[src/hisu_params.svh]
// Constants of the dual-channel interrupt and error-status unit.
`ifndef HISU_PARAMS_SVH
`define HISU_PARAMS_SVH
// Primary status bit positions.
`define HISU_P_RME 7
`define HISU_P_RPF 6
`define HISU_P_XPR 5
`define HISU_P_PCE 4
`define HISU_P_RSV 3
`define HISU_P_ICA 2
`define HISU_P_EXA 1
`define HISU_P_EXB 0
// Extended status bit positions.
`define HISU_E_XDU 7
`define HISU_E_RFO 6
`define HISU_E_RFS 5
`define HISU_E_XMR 4
`define HISU_E_SPA 3
`define HISU_E_SPB 2
// Transfer-select bit in the high byte-count register.
`define HISU_DMA_BIT 7
// Frame-start enable bit in the second configuration register.
`define HISU_RIE_BIT 0
// Receive buffer pool size in bytes.
`define HISU_POOL 7'h20
// Receive status codes.
`define HISU_RS_OK 4'h0
`define HISU_RS_CRC 4'h2
`define HISU_RS_ABT 4'h1
// Reset values.
`define HISU_MASK_RST 8'h00
`define HISU_BYTE_RST 8'h00
`endif

[src/hisu_pkg.sv]
// Types shared by the interrupt and error-status unit.
package hisu_pkg;
  typedef enum logic [1:0] {HISU_FR_I, HISU_FR_S, HISU_FR_U} hisu_frame_type;
  typedef enum logic [2:0] {HISU_ER_NONE, HISU_ER_CRC, HISU_ER_ABORT, HISU_ER_NS, HISU_ER_NR, HISU_ER_IFIELD}
    hisu_err_type;
  typedef struct packed {
    logic valid;
    hisu_frame_type ftype;
    hisu_err_type err;
  } hisu_frame_type_rep_type;
  typedef struct packed {
    logic send_s_resp;
    logic set_rme;
    logic set_pce;
    logic set_status;
    logic [3:0] status;
    logic keep_vars;
  } hisu_resp_type;
  typedef struct packed {
    logic rx_byte;
    logic rx_end;
    logic rx_start_addr_ok;
    logic rx_start_flag2;
    logic rx_buf_full;
    logic dma_done;
    logic tx_pool_empty;
    logic tx_reset;
    logic tx_empty_no_eom;
  } hisu_ev_type;
endpackage

[src/hisu_chan.sv]
// One channel's status flags, mask, transfer mode and receive counting.
`timescale 1ns/1ps
`include "hisu_params.svh"
module hisu_chan
  import hisu_pkg::*;
(
  // Clock and reset.
  input wire logic core_clk,
  input wire logic rst,
  // Host writes and read-clears.
  input wire logic mask_we,
  input wire logic tx_byte_count_high_we,
  input wire logic channel_config_two_we,
  input wire logic [7:0] wdata,
  input wire logic rd_primary,
  input wire logic rd_extended,
  // Events and error actions.
  input wire hisu_ev_type ev,
  input wire hisu_resp_type resp,
  input wire logic xmr_ev,
  // State.
  output logic [7:0] primary_q,
  output logic [7:0] extended_q,
  output logic [7:0] mask_q,
  output logic dma_q,
  output logic [3:0] rx_frame_status_q,
  output logic vars_hold
);
  logic rie_q;
  logic [6:0] cnt_q;
  logic [6:0] cnt_d;
  logic [7:0] pset;
  logic [7:0] eset;
  // Bytes counted in the pool; a pool-full hit restarts counting.
  wire pool_hit = ev.rx_byte && (cnt_q == `HISU_POOL - 7'h01);
  assign cnt_d = (ev.rx_end || pool_hit) ? 7'h00 : (ev.rx_byte ? cnt_q + 7'h01 : cnt_q);
  // Sources for each register.
  always_comb
  begin
    pset = 8'h00;
    eset = 8'h00;
    pset[`HISU_P_RPF] = !dma_q && pool_hit && !ev.rx_end;
    pset[`HISU_P_RME] = (dma_q ? ev.dma_done : ev.rx_end) || resp.set_rme;
    pset[`HISU_P_PCE] = resp.set_pce;
    pset[`HISU_P_XPR] = ev.tx_pool_empty || ev.tx_reset;
    eset[`HISU_E_XDU] = ev.tx_empty_no_eom;
    eset[`HISU_E_RFO] = ev.rx_buf_full && (ev.rx_start_addr_ok || ev.rx_start_flag2);
    eset[`HISU_E_RFS] = rie_q && (ev.rx_start_addr_ok || ev.rx_start_flag2);
    eset[`HISU_E_XMR] = xmr_ev;
  end
  assign vars_hold = resp.keep_vars;
  // Read clears, but a same-cycle event wins. Status is written in the same cycle the flag shows.
  always_ff @(posedge core_clk)
  begin
    if (rst)
    begin
      primary_q <= 8'h00;
      extended_q <= 8'h00;
      mask_q <= `HISU_MASK_RST;
      dma_q <= 1'b0;
      rie_q <= 1'b0;
      cnt_q <= 7'h00;
      rx_frame_status_q <= `HISU_RS_OK;
    end
    else
    begin
      primary_q <= (rd_primary ? 8'h00 : primary_q) | pset;
      extended_q <= (rd_extended ? 8'h00 : extended_q) | eset;
      if (mask_we)
        mask_q <= wdata;
      if (tx_byte_count_high_we)
        dma_q <= wdata[`HISU_DMA_BIT];
      if (channel_config_two_we)
        rie_q <= wdata[`HISU_RIE_BIT];
      cnt_q <= cnt_d;
      if (resp.set_status)
        rx_frame_status_q <= resp.status;
      else if (ev.rx_start_addr_ok || ev.rx_start_flag2)
        rx_frame_status_q <= `HISU_RS_OK;
    end
  end
endmodule

[src/hisu_err_map.sv]
// Maps a received frame error to its response, flags and status.
`timescale 1ns/1ps
`include "hisu_params.svh"
module hisu_err_map
  import hisu_pkg::*;
(
  // Reported frame.
  input wire hisu_frame_type_rep_type frame,
  // Resulting action.
  output hisu_resp_type resp
);
  wire is_i = frame.valid && (frame.ftype == HISU_FR_I);
  wire is_s = frame.valid && (frame.ftype == HISU_FR_S);
  // Table of actions; supervisory damage is dropped, with a protocol error for a wrong number or info field.
  assign resp.send_s_resp = is_i && (frame.err == HISU_ER_NS);
  assign resp.set_rme = is_i && (frame.err == HISU_ER_CRC || frame.err == HISU_ER_ABORT);
  assign resp.set_pce = (is_i && frame.err == HISU_ER_NR) ||
    (is_s && (frame.err == HISU_ER_NR || frame.err == HISU_ER_IFIELD));
  assign resp.set_status = resp.set_rme;
  assign resp.status = (frame.err == HISU_ER_CRC) ? `HISU_RS_CRC : `HISU_RS_ABT;
  // Any erroneous frame freezes the station sequence variables.
  assign resp.keep_vars = frame.valid && (frame.err != HISU_ER_NONE);
endmodule

[src/hisu_top.sv]
// Top of the dual-channel interrupt and error-status unit.
// How it works
// - I-frame with checksum error or abort: no reply, message-end flag, status recorded.
// - Bad send number answers supervisory frame; bad receive number flags protocol error.
// - Bad supervisory frames dropped; wrong number or info field flags protocol error.
// - Erroneous frames never change the station send or receive variables.
// - Host talks through directly addressed eight-bit registers.
// - Each channel has its own independent identical register file.
// - Reset selects interrupt transfer; byte-count-high select bit chooses DMA.
// - Transfer mode is kept separately per channel.
// - One interrupt output; cause found by reading status registers.
// - Primary register shows four indications (bits 7..4), extended register six.
// - Channel B primary bits 2..0 point at A primary, A extended, B extended.
// - Channel B primary bits 7..4 carry channel B's own indications; bit 3 reads zero.
// - Interrupt stays low until all sources cleared by reading their registers.
// - Writing all-ones mask releases the line; restoring mask re-asserts it.
// - Each primary indication is blocked by its own mask bit.
// - Pool-full flag after 32 bytes of unfinished message, interrupt mode only.
// - Interrupt mode: message-end after checksum and closing flag arrive.
// - DMA mode: message-end after DMA has read the whole message, or at once for an I-frame checksum error or abort.
// - Frame-overflow when buffer is full and a new frame starts.
// - Frame-start flag needs its enable; after address match or two bytes.
// - Control byte, first address byte, status valid when frame-start is raised.
// - Transmit pool-ready when a 32-byte pool is empty, also after reset.
// - Underrun when transmit buffer drains without end of message.
`timescale 1ns/1ps
`include "hisu_params.svh"
module hisu_top
  import hisu_pkg::*;
(
  // Clock and reset.
  input wire logic core_clk,
  input wire logic rst,
  // Host register port, channel select 0 is A, 1 is B.
  input wire logic host_chan,
  input wire logic host_rd_primary,
  input wire logic host_rd_extended,
  input wire logic host_wr_mask,
  input wire logic host_wr_tx_byte_count_high,
  input wire logic host_wr_channel_config_two,
  input wire logic [7:0] host_wdata,
  input wire logic [7:0] host_rx_control_byte,
  input wire logic [7:0] host_rx_address_low_one,
  output logic [7:0] host_rdata,
  // Per-channel frame reports and events.
  input wire hisu_frame_type_rep_type frame_a,
  input wire hisu_frame_type_rep_type frame_b,
  input wire hisu_ev_type ev_a,
  input wire hisu_ev_type ev_b,
  input wire logic xmr_a,
  input wire logic xmr_b,
  // Actions toward the protocol engine.
  output logic send_s_resp_a,
  output logic send_s_resp_b,
  output logic vars_hold_a,
  output logic vars_hold_b,
  output logic dma_mode_a,
  output logic dma_mode_b,
  output logic [3:0] rx_frame_status_a,
  output logic [3:0] rx_frame_status_b,
  output logic [7:0] rx_control_byte,
  output logic [7:0] rx_address_low_one,
  // Shared interrupt request.
  output logic irq_n
);
  hisu_resp_type resp_a;
  hisu_resp_type resp_b;
  logic [7:0] pa;
  logic [7:0] pb;
  logic [7:0] ea;
  logic [7:0] eb;
  logic [7:0] ma;
  logic [7:0] mb;
  logic hold_a;
  logic hold_b;
  logic dma_a;
  logic dma_b;
  logic [3:0] st_a;
  logic [3:0] st_b;
  logic send_a_q;
  logic send_b_q;
  logic [7:0] rdata_q;
  logic irq_n_q;
  logic [7:0] rx_control_byte_q;
  logic [7:0] ral_q;

  // ****************************************
  // Error mapping per channel
  // ****************************************
  hisu_err_map u_map_a (.frame(frame_a), .resp(resp_a));
  hisu_err_map u_map_b (.frame(frame_b), .resp(resp_b));

  // ****************************************
  // Two independent channel files
  // ****************************************
  // Decoded strobes; channel select steers every access.
  wire sel_a = !host_chan;
  wire sel_b = host_chan;
  hisu_chan u_chan_a (
    .core_clk(core_clk), .rst(rst),
    .mask_we(host_wr_mask && sel_a),
    .tx_byte_count_high_we(host_wr_tx_byte_count_high && sel_a),
    .channel_config_two_we(host_wr_channel_config_two && sel_a),
    .wdata(host_wdata),
    .rd_primary(host_rd_primary && sel_a),
    .rd_extended(host_rd_extended && sel_a),
    .ev(ev_a), .resp(resp_a), .xmr_ev(xmr_a),
    .primary_q(pa), .extended_q(ea), .mask_q(ma), .dma_q(dma_a),
    .rx_frame_status_q(st_a), .vars_hold(hold_a)
  );
  hisu_chan u_chan_b (
    .core_clk(core_clk), .rst(rst),
    .mask_we(host_wr_mask && sel_b),
    .tx_byte_count_high_we(host_wr_tx_byte_count_high && sel_b),
    .channel_config_two_we(host_wr_channel_config_two && sel_b),
    .wdata(host_wdata),
    .rd_primary(host_rd_primary && sel_b),
    .rd_extended(host_rd_extended && sel_b),
    .ev(ev_b), .resp(resp_b), .xmr_ev(xmr_b),
    .primary_q(pb), .extended_q(eb), .mask_q(mb), .dma_q(dma_b),
    .rx_frame_status_q(st_b), .vars_hold(hold_b)
  );

  // ****************************************
  // Pointer bits and read view
  // ****************************************
  // Channel A's primary word shows its four indications (bits 7..4); B adds pointers.
  wire [7:0] src_mask = 8'hF0;
  wire [7:0] pa_view = pa & src_mask;
  wire [7:0] ea_view = ea & 8'hFC;
  wire [7:0] eb_view = eb & 8'hFC;
  wire chan_a_primary_pending = |(pa_view & ~ma);
  wire chan_a_extended_pending = |ea_view;
  wire chan_b_extended_pending = |eb_view;
  wire [7:0] pb_view = {pb[7:3] & 5'b11110, chan_a_primary_pending, chan_a_extended_pending, chan_b_extended_pending};
  // Selected read data; ordering for the service routine is the host's job.
  wire [7:0] rd_sel = host_rd_extended ? (sel_b ? eb_view : ea_view)
                                       : (sel_b ? pb_view : pa_view);

  // ****************************************
  // Interrupt request
  // ****************************************
  // A masked indication never drives the line; the all-ones mask releases
  // it and restoring the mask brings it back while sources remain.
  wire b_pend = |(pb & src_mask & ~mb);
  wire a_pend = |(pa_view & ~ma);
  // The pointer bits of channel B's mask hold back the extended sources as well,
  // otherwise an all-ones mask could not release the line while an extended flag waits.
  wire exa_pend = chan_a_extended_pending && !mb[`HISU_P_EXA];
  wire exb_pend = chan_b_extended_pending && !mb[`HISU_P_EXB];
  wire any_pend = a_pend || b_pend || exa_pend || exb_pend;
  // Registered so the output is glitch-free; costs one cycle of latency.
  always_ff @(posedge core_clk)
  begin
    if (rst)
    begin
      irq_n_q <= 1'b1;
      rdata_q <= 8'h00;
      send_a_q <= 1'b0;
      send_b_q <= 1'b0;
      rx_control_byte_q <= `HISU_BYTE_RST;
      ral_q <= `HISU_BYTE_RST;
    end
    else
    begin
      irq_n_q <= !any_pend;
      if (host_rd_primary || host_rd_extended)
        rdata_q <= rd_sel;
      send_a_q <= resp_a.send_s_resp;
      send_b_q <= resp_b.send_s_resp;
      if (ev_a.rx_start_addr_ok || ev_a.rx_start_flag2 || ev_b.rx_start_addr_ok || ev_b.rx_start_flag2)
      begin
        rx_control_byte_q <= host_rx_control_byte;
        ral_q <= host_rx_address_low_one;
      end
    end
  end

  // ****************************************
  // Outputs
  // ****************************************
  assign irq_n = irq_n_q;
  assign host_rdata = rdata_q;
  assign send_s_resp_a = send_a_q;
  assign send_s_resp_b = send_b_q;
  assign vars_hold_a = hold_a;
  assign vars_hold_b = hold_b;
  assign dma_mode_a = dma_a;
  assign dma_mode_b = dma_b;
  assign rx_frame_status_a = st_a;
  assign rx_frame_status_b = st_b;
  assign rx_control_byte = rx_control_byte_q;
  assign rx_address_low_one = ral_q;
endmodule

[config.mk]
export PLATFORM = sky130hd
export DESIGN_NAME = hisu_top
export DESIGN_NICKNAME = d
export VERILOG_FILES = /design/src/hisu_pkg.sv /design/src/hisu_chan.sv /design/src/hisu_err_map.sv /design/src/hisu_top.sv
export VERILOG_INCLUDE_DIRS = /design/src /design/src/src
export SDC_FILE = /design/constraint.sdc
export NUM_CORES = 1
export LEC_CHECK = 0
export ABC_AREA = 1
export BUFFER_PORTS_ARGS = -buffer_cell sky130_fd_sc_hd__buf_2
export CORE_ASPECT_RATIO = 1.25
export CORE_MARGIN = 3
export CORE_UTILIZATION = 45
export CTS_CLUSTER_DIAMETER = 150
export DETAILED_ROUTE_END_ITERATION = 6
export PLACE_DENSITY = 0.74
export SLEW_MARGIN = 20
export SYNTH_ARGS = -nofsm -noshare
export SYNTH_HDL_FRONTEND = slang
export SYNTH_SLANG_ARGS = --single-unit
[constraint.sdc]
create_clock -name core_clk -period 1.1 [get_ports core_clk]
set_clock_uncertainty 0.1 [all_clocks]
set_input_delay 0.22 -clock core_clk [delete_from_list [all_inputs] [get_ports core_clk]]
set_output_delay 0.22 -clock core_clk [all_outputs]
set_load 0.01 [all_outputs]
# Word level (Yosys, flattened, before mapping)
# Cells that the tools add are included.
word_totals:
  ff_bits: 101
  inputBits: 64
  output_inout_bits: 39
  wordCells: 135
op_classes:
  add_sub_neg: 2
  n_eq_ne: 14
  muxes: 15
  bitwise: 8
  n_reduce_logical: 76
ops:
  columns: ["cell", "count"]
  rows:
  - ["$mux W8", 7]
  - ["$logic_and A1 B1 Y1", 36]
  - ["$or A8 B8 Y8", 4]
  - ["$logic_or A1 B1 Y1", 20]
  - ["$and A8 B8 Y8", 2]
  - ["$mux W4", 4]
  - ["$not A8 Y8", 2]
  - ["$reduce_or A8 Y1", 2]
  - ["$add A7 B1 Y7 const B", 2]
  - ["$eq A7 B5 Y1 const B", 2]
  - ["$eq A3 B2 Y1 const B", 4]
  - ["$eq A3 B3 Y1 const B", 4]
  - ["$reduce_or A6 Y1", 2]
  - ["$logic_not A1 Y1", 8]
  - ["$eq A3 B1 Y1 const B", 2]
  - ["$reduce_bool A3 Y1", 2]
  - ["$eq A2 B1 Y1 const B", 2]
  - ["$logic_not A2 Y1", 2]
  - ["$mux W2", 2]
  - ["$reduce_bool A2 Y1", 2]
  - ["$reduce_or A2 Y1", 2]
  - ["$mux W1", 2]

# Depth between registers and ports, before layout
logic_depth:
  ltp_word: 7
  ltp_mapped: 8
  mapped_depth_nobuf: 7

# Hierarchy
# From an unflattened synthesis, not the netlist that was laid out.
hier_totals:
  hier_cells: 560
  area_unflattened_um2: 3966.3
modules_own_cells:
  columns: ["module", "instances", "cells_each", "area_each_um2", "seq_area_each_um2"]
  rows:
  - ["hisu_chan", 2, 150, 1168.6, 580.6]
  - ["hisu_top", 1, 208, 1378.8, 540.5]
  - ["hisu_err_map", 2, 26, 125.1, 0.0]

# Worst setup path before layout
# OpenSTA, ideal clock, no wires.
synth_path:
  path_type: "register to register"
  start: "register u_chan_b.cnt_q[0]"
  end: "register u_chan_b.cnt_q[5]"
  setup_time_ns: 0.117
  arrival_ns: 0.959
  t_required_ns: 0.883
  path_slack_ns: -0.076
  stages_incl_launch_ff: 7
  path_buffers: 0
  period_less_slack_ns: 1.176
  cell_sequence: "dfxtp_1 -> ha_1 -> nand3_2 -> nor2_4 -> nand2_1 -> nand3_2 -> nor2_1"
synth_via:
  elab_chain_len: 4
  word_cells_on_any_way: 5
  classes_between: "add/sub (1); eq/ne (1); reduce/logical (3)"
synth_lines:
  columns: ["element", "line_no", "text"]
  rows:
  - ["from (decl)", "hisu_chan.sv:30", "logic [6:0] cnt_q;"]
  - ["from (signal assigned)", "hisu_chan.sv:75", "cnt_q <= cnt_d;"]
  - ["branches (longest 4 deep; another with $add A7 B1 Y7)", null, null]
# Parallel ways; which one is timed is not known.
# A chain may end at the register's enable or synchronous reset.

# Worst setup path in the final report
layout_path:
  start: "register u_chan_b.cnt_q[1]"
  end: "register u_chan_b.primary_q[6]"
layout_via:
  elab_chain_len: 5
layout_lines:
  columns: ["element", "line_no", "text"]
  rows:
  - ["$eq A7 B5 Y1", "hisu_chan.sv:35", "wire pool_hit = ev.rx_byte && (cnt_q == `HISU_POOL - 7'h01);"]
  - ["$logic_and A1 B1 Y1", "hisu_chan.sv:35", null]
  - ["$logic_and A1 B1 Y1 (2 in a row)", "hisu_chan.sv:42", "pset[`HISU_P_RPF] = !dma_q && pool_hit && !ev.rx_end;"]
  - ["$or A8 B8 Y8", "hisu_chan.sv:67", "primary_q <= (rd_primary ? 8'h00 : primary_q) | pset;"]
  - ["to (signal assigned)", "hisu_chan.sv:67", null]
  - ["to (decl)", "hisu_chan.sv:22", "output logic [7:0] primary_q,"]
# No other way between the ends.

==> impl_metrics.csv <==
group,metric,value,unit
detailed_routing,viasPerCell,4.83,
power,p_per_area,1390,nW/um2
detailed_routing,ant_nets,0,
cts,root_buffer,"clkbuf_8",
final_layout,fin_util,0.692,
logic_synthesis,ys_seq_area_frac,0.464,
logic_synthesis,synth_area_leaders,"dfxtp_1 (46%), nor2_1 (8.6%), nand2_1 (8.0%), o21ai_0 (6.9%), a21oi_1 (6.6%)",
logic_synthesis,synthCells,434,
logic_synthesis,ys_warn_count,0,
setup_path,cp.required,1280,ps
timing,setup_ws,-136,ps
final_layout,diodes,0,
logic_synthesis,yosys.area.top_type_share,0.464,
floorplan,die_w,81.3,um
detailed_routing,drtIter0Drc,135,
setup_path,arrival,1410,ps
timing,hold_violations,0,
timing,whs,22.6,ps
final_layout,syn2layout_area_growth,45.8,%
place,gp_congestion,0.824,
cts,cts_tree,"done",
setup_path,path_buf_inv,1,
timing,min_period,1240,ps
floorplan,fp.dieH,100,um
logic_synthesis,synth_most_common_cell,"dfxtp_1",
cts,cts_max_level,3,
detailed_routing,wl_per_cell,12.4,um
power,p_leak,2.11,nW
power,p_int,5.02,mW
cts,cts_made_buffers,9,
floorplan,fp.dieArea,8150,um2
power,seqPwrFrac,0.447,
logic_synthesis,avgSynthCellArea,7.36,um2
logic_synthesis,synth_edf_count,0,
setup_path,r2r_slack,-140,ps
global_routing,overflow,0,
place,dp_hpwl,5900,um
cts,clk-insertion-delay-late,350,ps
power,combinationalPowerShare,0.129,
logic_synthesis,synth_top_cells_by_count,"dfxtp_1 (74), nor2_1 (73), nand2_1 (68)",
global_routing,grt_pass1_vias,3043,
logic_synthesis,synth_cell_types,32,
setup_path,reg2regPathDepth,6,
global_routing,grt_pass1_wl,13100,um
setup_path,r2r-start,"u_chan_b.cnt_q[1]",
timing,fmax,0.809,GHz
power,power_frac_clock,0.424,
floorplan,num_rows,33,
timing,finalCritPeriodShare,1.12,
timing,rsz0062_at_grt,"true",
setup_path,critical_path.top_delay_family,"flip-flops",
run_status,status,"complete, but fails checks",
setup_path,path_class,"reg2reg",
detailed_routing,via_count,3176,
timing,setup_viol,26,
final_layout,fin_nets,631,
run_status,violations,"setup timing",
setup_path,endpoint,"u_chan_b.primary_q[6]",
setup_path,start_kind,"flop",
logic_synthesis,ys.flop_type,"dfxtp_1",
logic_synthesis,ys_seq_elements,74,
power,total_power,6.49,mW
power,swShare,0.226,
logic_synthesis,async_flop_share,0,
setup_path,cp_max_fo,5,
setup_path,cp-end-kind,"flop",
global_routing,antenna_found_initial,0,
setup_path,crit_start,"u_chan_b.cnt_q[1]",
final_layout,fill_cells,544,
final_layout,drive_gt1_frac,0.381,
cts,path_clk_slew,70,ps
setup_path,rr_endpoint,"u_chan_b.primary_q[6]",
detailed_routing,dr.pass1.iters,4,
place,place_inst,634,
detailed_routing,drcViolationCount,0,
final_layout,seq_area,1530,um2
floorplan,start_util,0.474,
detailed_routing,routed_wl,8160,um
cts,numClockSinks,74,
place,portBuffers,95,
setup_path,slowest_delay,350,ps
setup_path,worstPathCellList,"ha_4 > nand3_4 > nor2_4 > buf_4 > nand4_1 > a21oi_1",
logic_synthesis,synth_area,3190,um2
final_layout,multi_input_area,1560,um2
power,ir_drop,881,uV
logic_synthesis,synth_top_area_cell,"dfxtp_1",
floorplan,core,6730,um2
floorplan,io_pins,103,
timing,setup-tns-final,-895,ps
final_layout,instances_no_fill,657,
global_routing,grt_usage,0.204,
cts,cts.path.max_buffers,2,
global_routing,grt_start_max_net_pins,25,
setup_path,critPathSlowestCell,"dfxtp_2",
run,maxCapViolations,0,
timing,finalMaxSlewViolations,0,
worst_hold_path,hold_path.class,"in2reg",
power,p_switching,1.47,mW
setup_path,cp.depth,6,
[per-layer routing]
metal  global-route usage  vias up  routed length, um
li1                     -     1658                  -
met1                0.231     1419               3280
met2                0.360       89               4250
met3               0.0583       10                528
met4               0.0715        0                101
met5                    0        -                  0
[cells in the final DEF (no fill, tap or decap), types with 3 or more instances in the layout]
master / Yosys / final
buf_6: 3 / 30
dlygate4sd3_1: 0 / 5
xor2_1: 4 / 4
nand4_1: 9 / 9
nor2_4: 1 / 5
buf_12: 0 / 3
buf_2: 4 / 65
inv_2: 3 / 4
clkbuf_8: 0 / 10
nand3_4: 0 / 3
nor2_1: 73 / 67
conb_1: 1 / 5
nor2_2: 4 / 6
o21ai_0: 44 / 41
inv_1: 45 / 43
nor3_1: 8 / 6
buf_4: 7 / 31
bufinv_16: 0 / 4
o21ai_1: 2 / 4
a21oi_1: 42 / 40
nand2_2: 1 / 7
dfxtp_2: 0 / 35
nand2_1: 68 / 62
dfxtp_1: 74 / 39
nand3_1: 18 / 16
[what timing repair did]
| item | in CTS | in global routing |
|---|---|---|
| buffers inserted | 1 | 1 |
| pin swaps | 7 | 7 |
| endpoints found under the hold margin | 5 | 0 |
| cloned | 0 | 0 |
| gates resized for setup | 79 | 19 |
| setup endpoints to repair | 50 | 53 |
| hold buffers | 5 | 0 |
[flip-flops by register name (all words and copies together) (netlist names)]
signal	cells
host_rdata	7
u_chan_b.primary_q	4
send_s_resp_a	1
u_chan_a.dma_q	1
u_chan_a.extended_q	4
send_s_resp_b	1
u_chan_b.dma_q	1
rx_control_byte	8
u_chan_b.cnt_q	7
u_chan_a.rx_frame_status_q	2
u_chan_b.mask_q	6
irq_n	1
u_chan_b.extended_q	4
u_chan_b.rx_frame_status_q	2
u_chan_a.mask_q	4
rx_address_low_one	8
u_chan_a.rie_q	1
u_chan_a.primary_q	4
u_chan_a.cnt_q	7
u_chan_b.rie_q	1
[worst reg2reg max path: stages (launching register included)]
cell	delay [ps]
dfxtp_2	350
ha_4	150
nand3_4	70
nor2_4	160
buf_4	130
nand4_1	80
a21oi_1	140
[metrics by stage]
step | setup slack (ps) | area, um2
2_1_floorplan | -34.7 | 3240
3_3_place_gp | -119 | 3980
3_5_place_dp | -166 | 3980
4_1_cts | -97.8 | 4590
5_1_grt | -228 | 4650
6_report | -136 | 4650
[area by class of cell]
| type | instances | area share |
|---|---|---|
| Tap cell | 87 | 0.0234 |
| Timing Repair Buffer | 134 | 0.216 |
| Clock buffer | 11 | 0.0304 |
| Clock inverter | 5 | 0.0269 |
| Multi-Input combinational cell | 297 | 0.335 |
| Inverter | 49 | 0.0406 |
| Sequential cell | 74 | 0.328 |
[power by group through the flow]
stage / sequential, mW / combinational, mW / clock [mW]
global route: 2.91 / 0.930 / 2.95
detailed placement: 2.93 / 0.725 / 0
global placement: 2.93 / 0.705 / 0
CTS: 2.90 / 0.818 / 2.82
floorplan: 2.95 / 0.361 / 0
finish: 2.90 / 0.834 / 2.75
[cell families (layout without fill, tap and decap cells)]
logic type      count (synthesis)  in the layout  synth area share
compound gates                 96             96             0.156
xor+xnor                        6              6            0.0165
fa+ha+maj                       2              2           0.00784
buf+inv                        67            199            0.0968
flops                          74             74             0.464
mux                             1              1           0.00313
other cells                     1              5           0.00117
simple gates                  187            187             0.255
[worst min path at each step]
stage	startpoint	end	slack, ps	cells after the start
final	ev_b[4]	u_chan_b.extended_q[6]	20	3
after global routing	host_rx_address_low_one[0]	rx_address_low_one[0]	20	3
after CTS	ev_b[4]	u_chan_b.extended_q[6]	8	3
after detailed placement	xmr_b	u_chan_b.extended_q[4]	330	3
after global placement	ev_b[0]	u_chan_b.extended_q[7]	320	3
after floorplan	frame_a[2]	send_s_resp_a	200	1
Note: power is estimated with default switching activity, not from simulation.
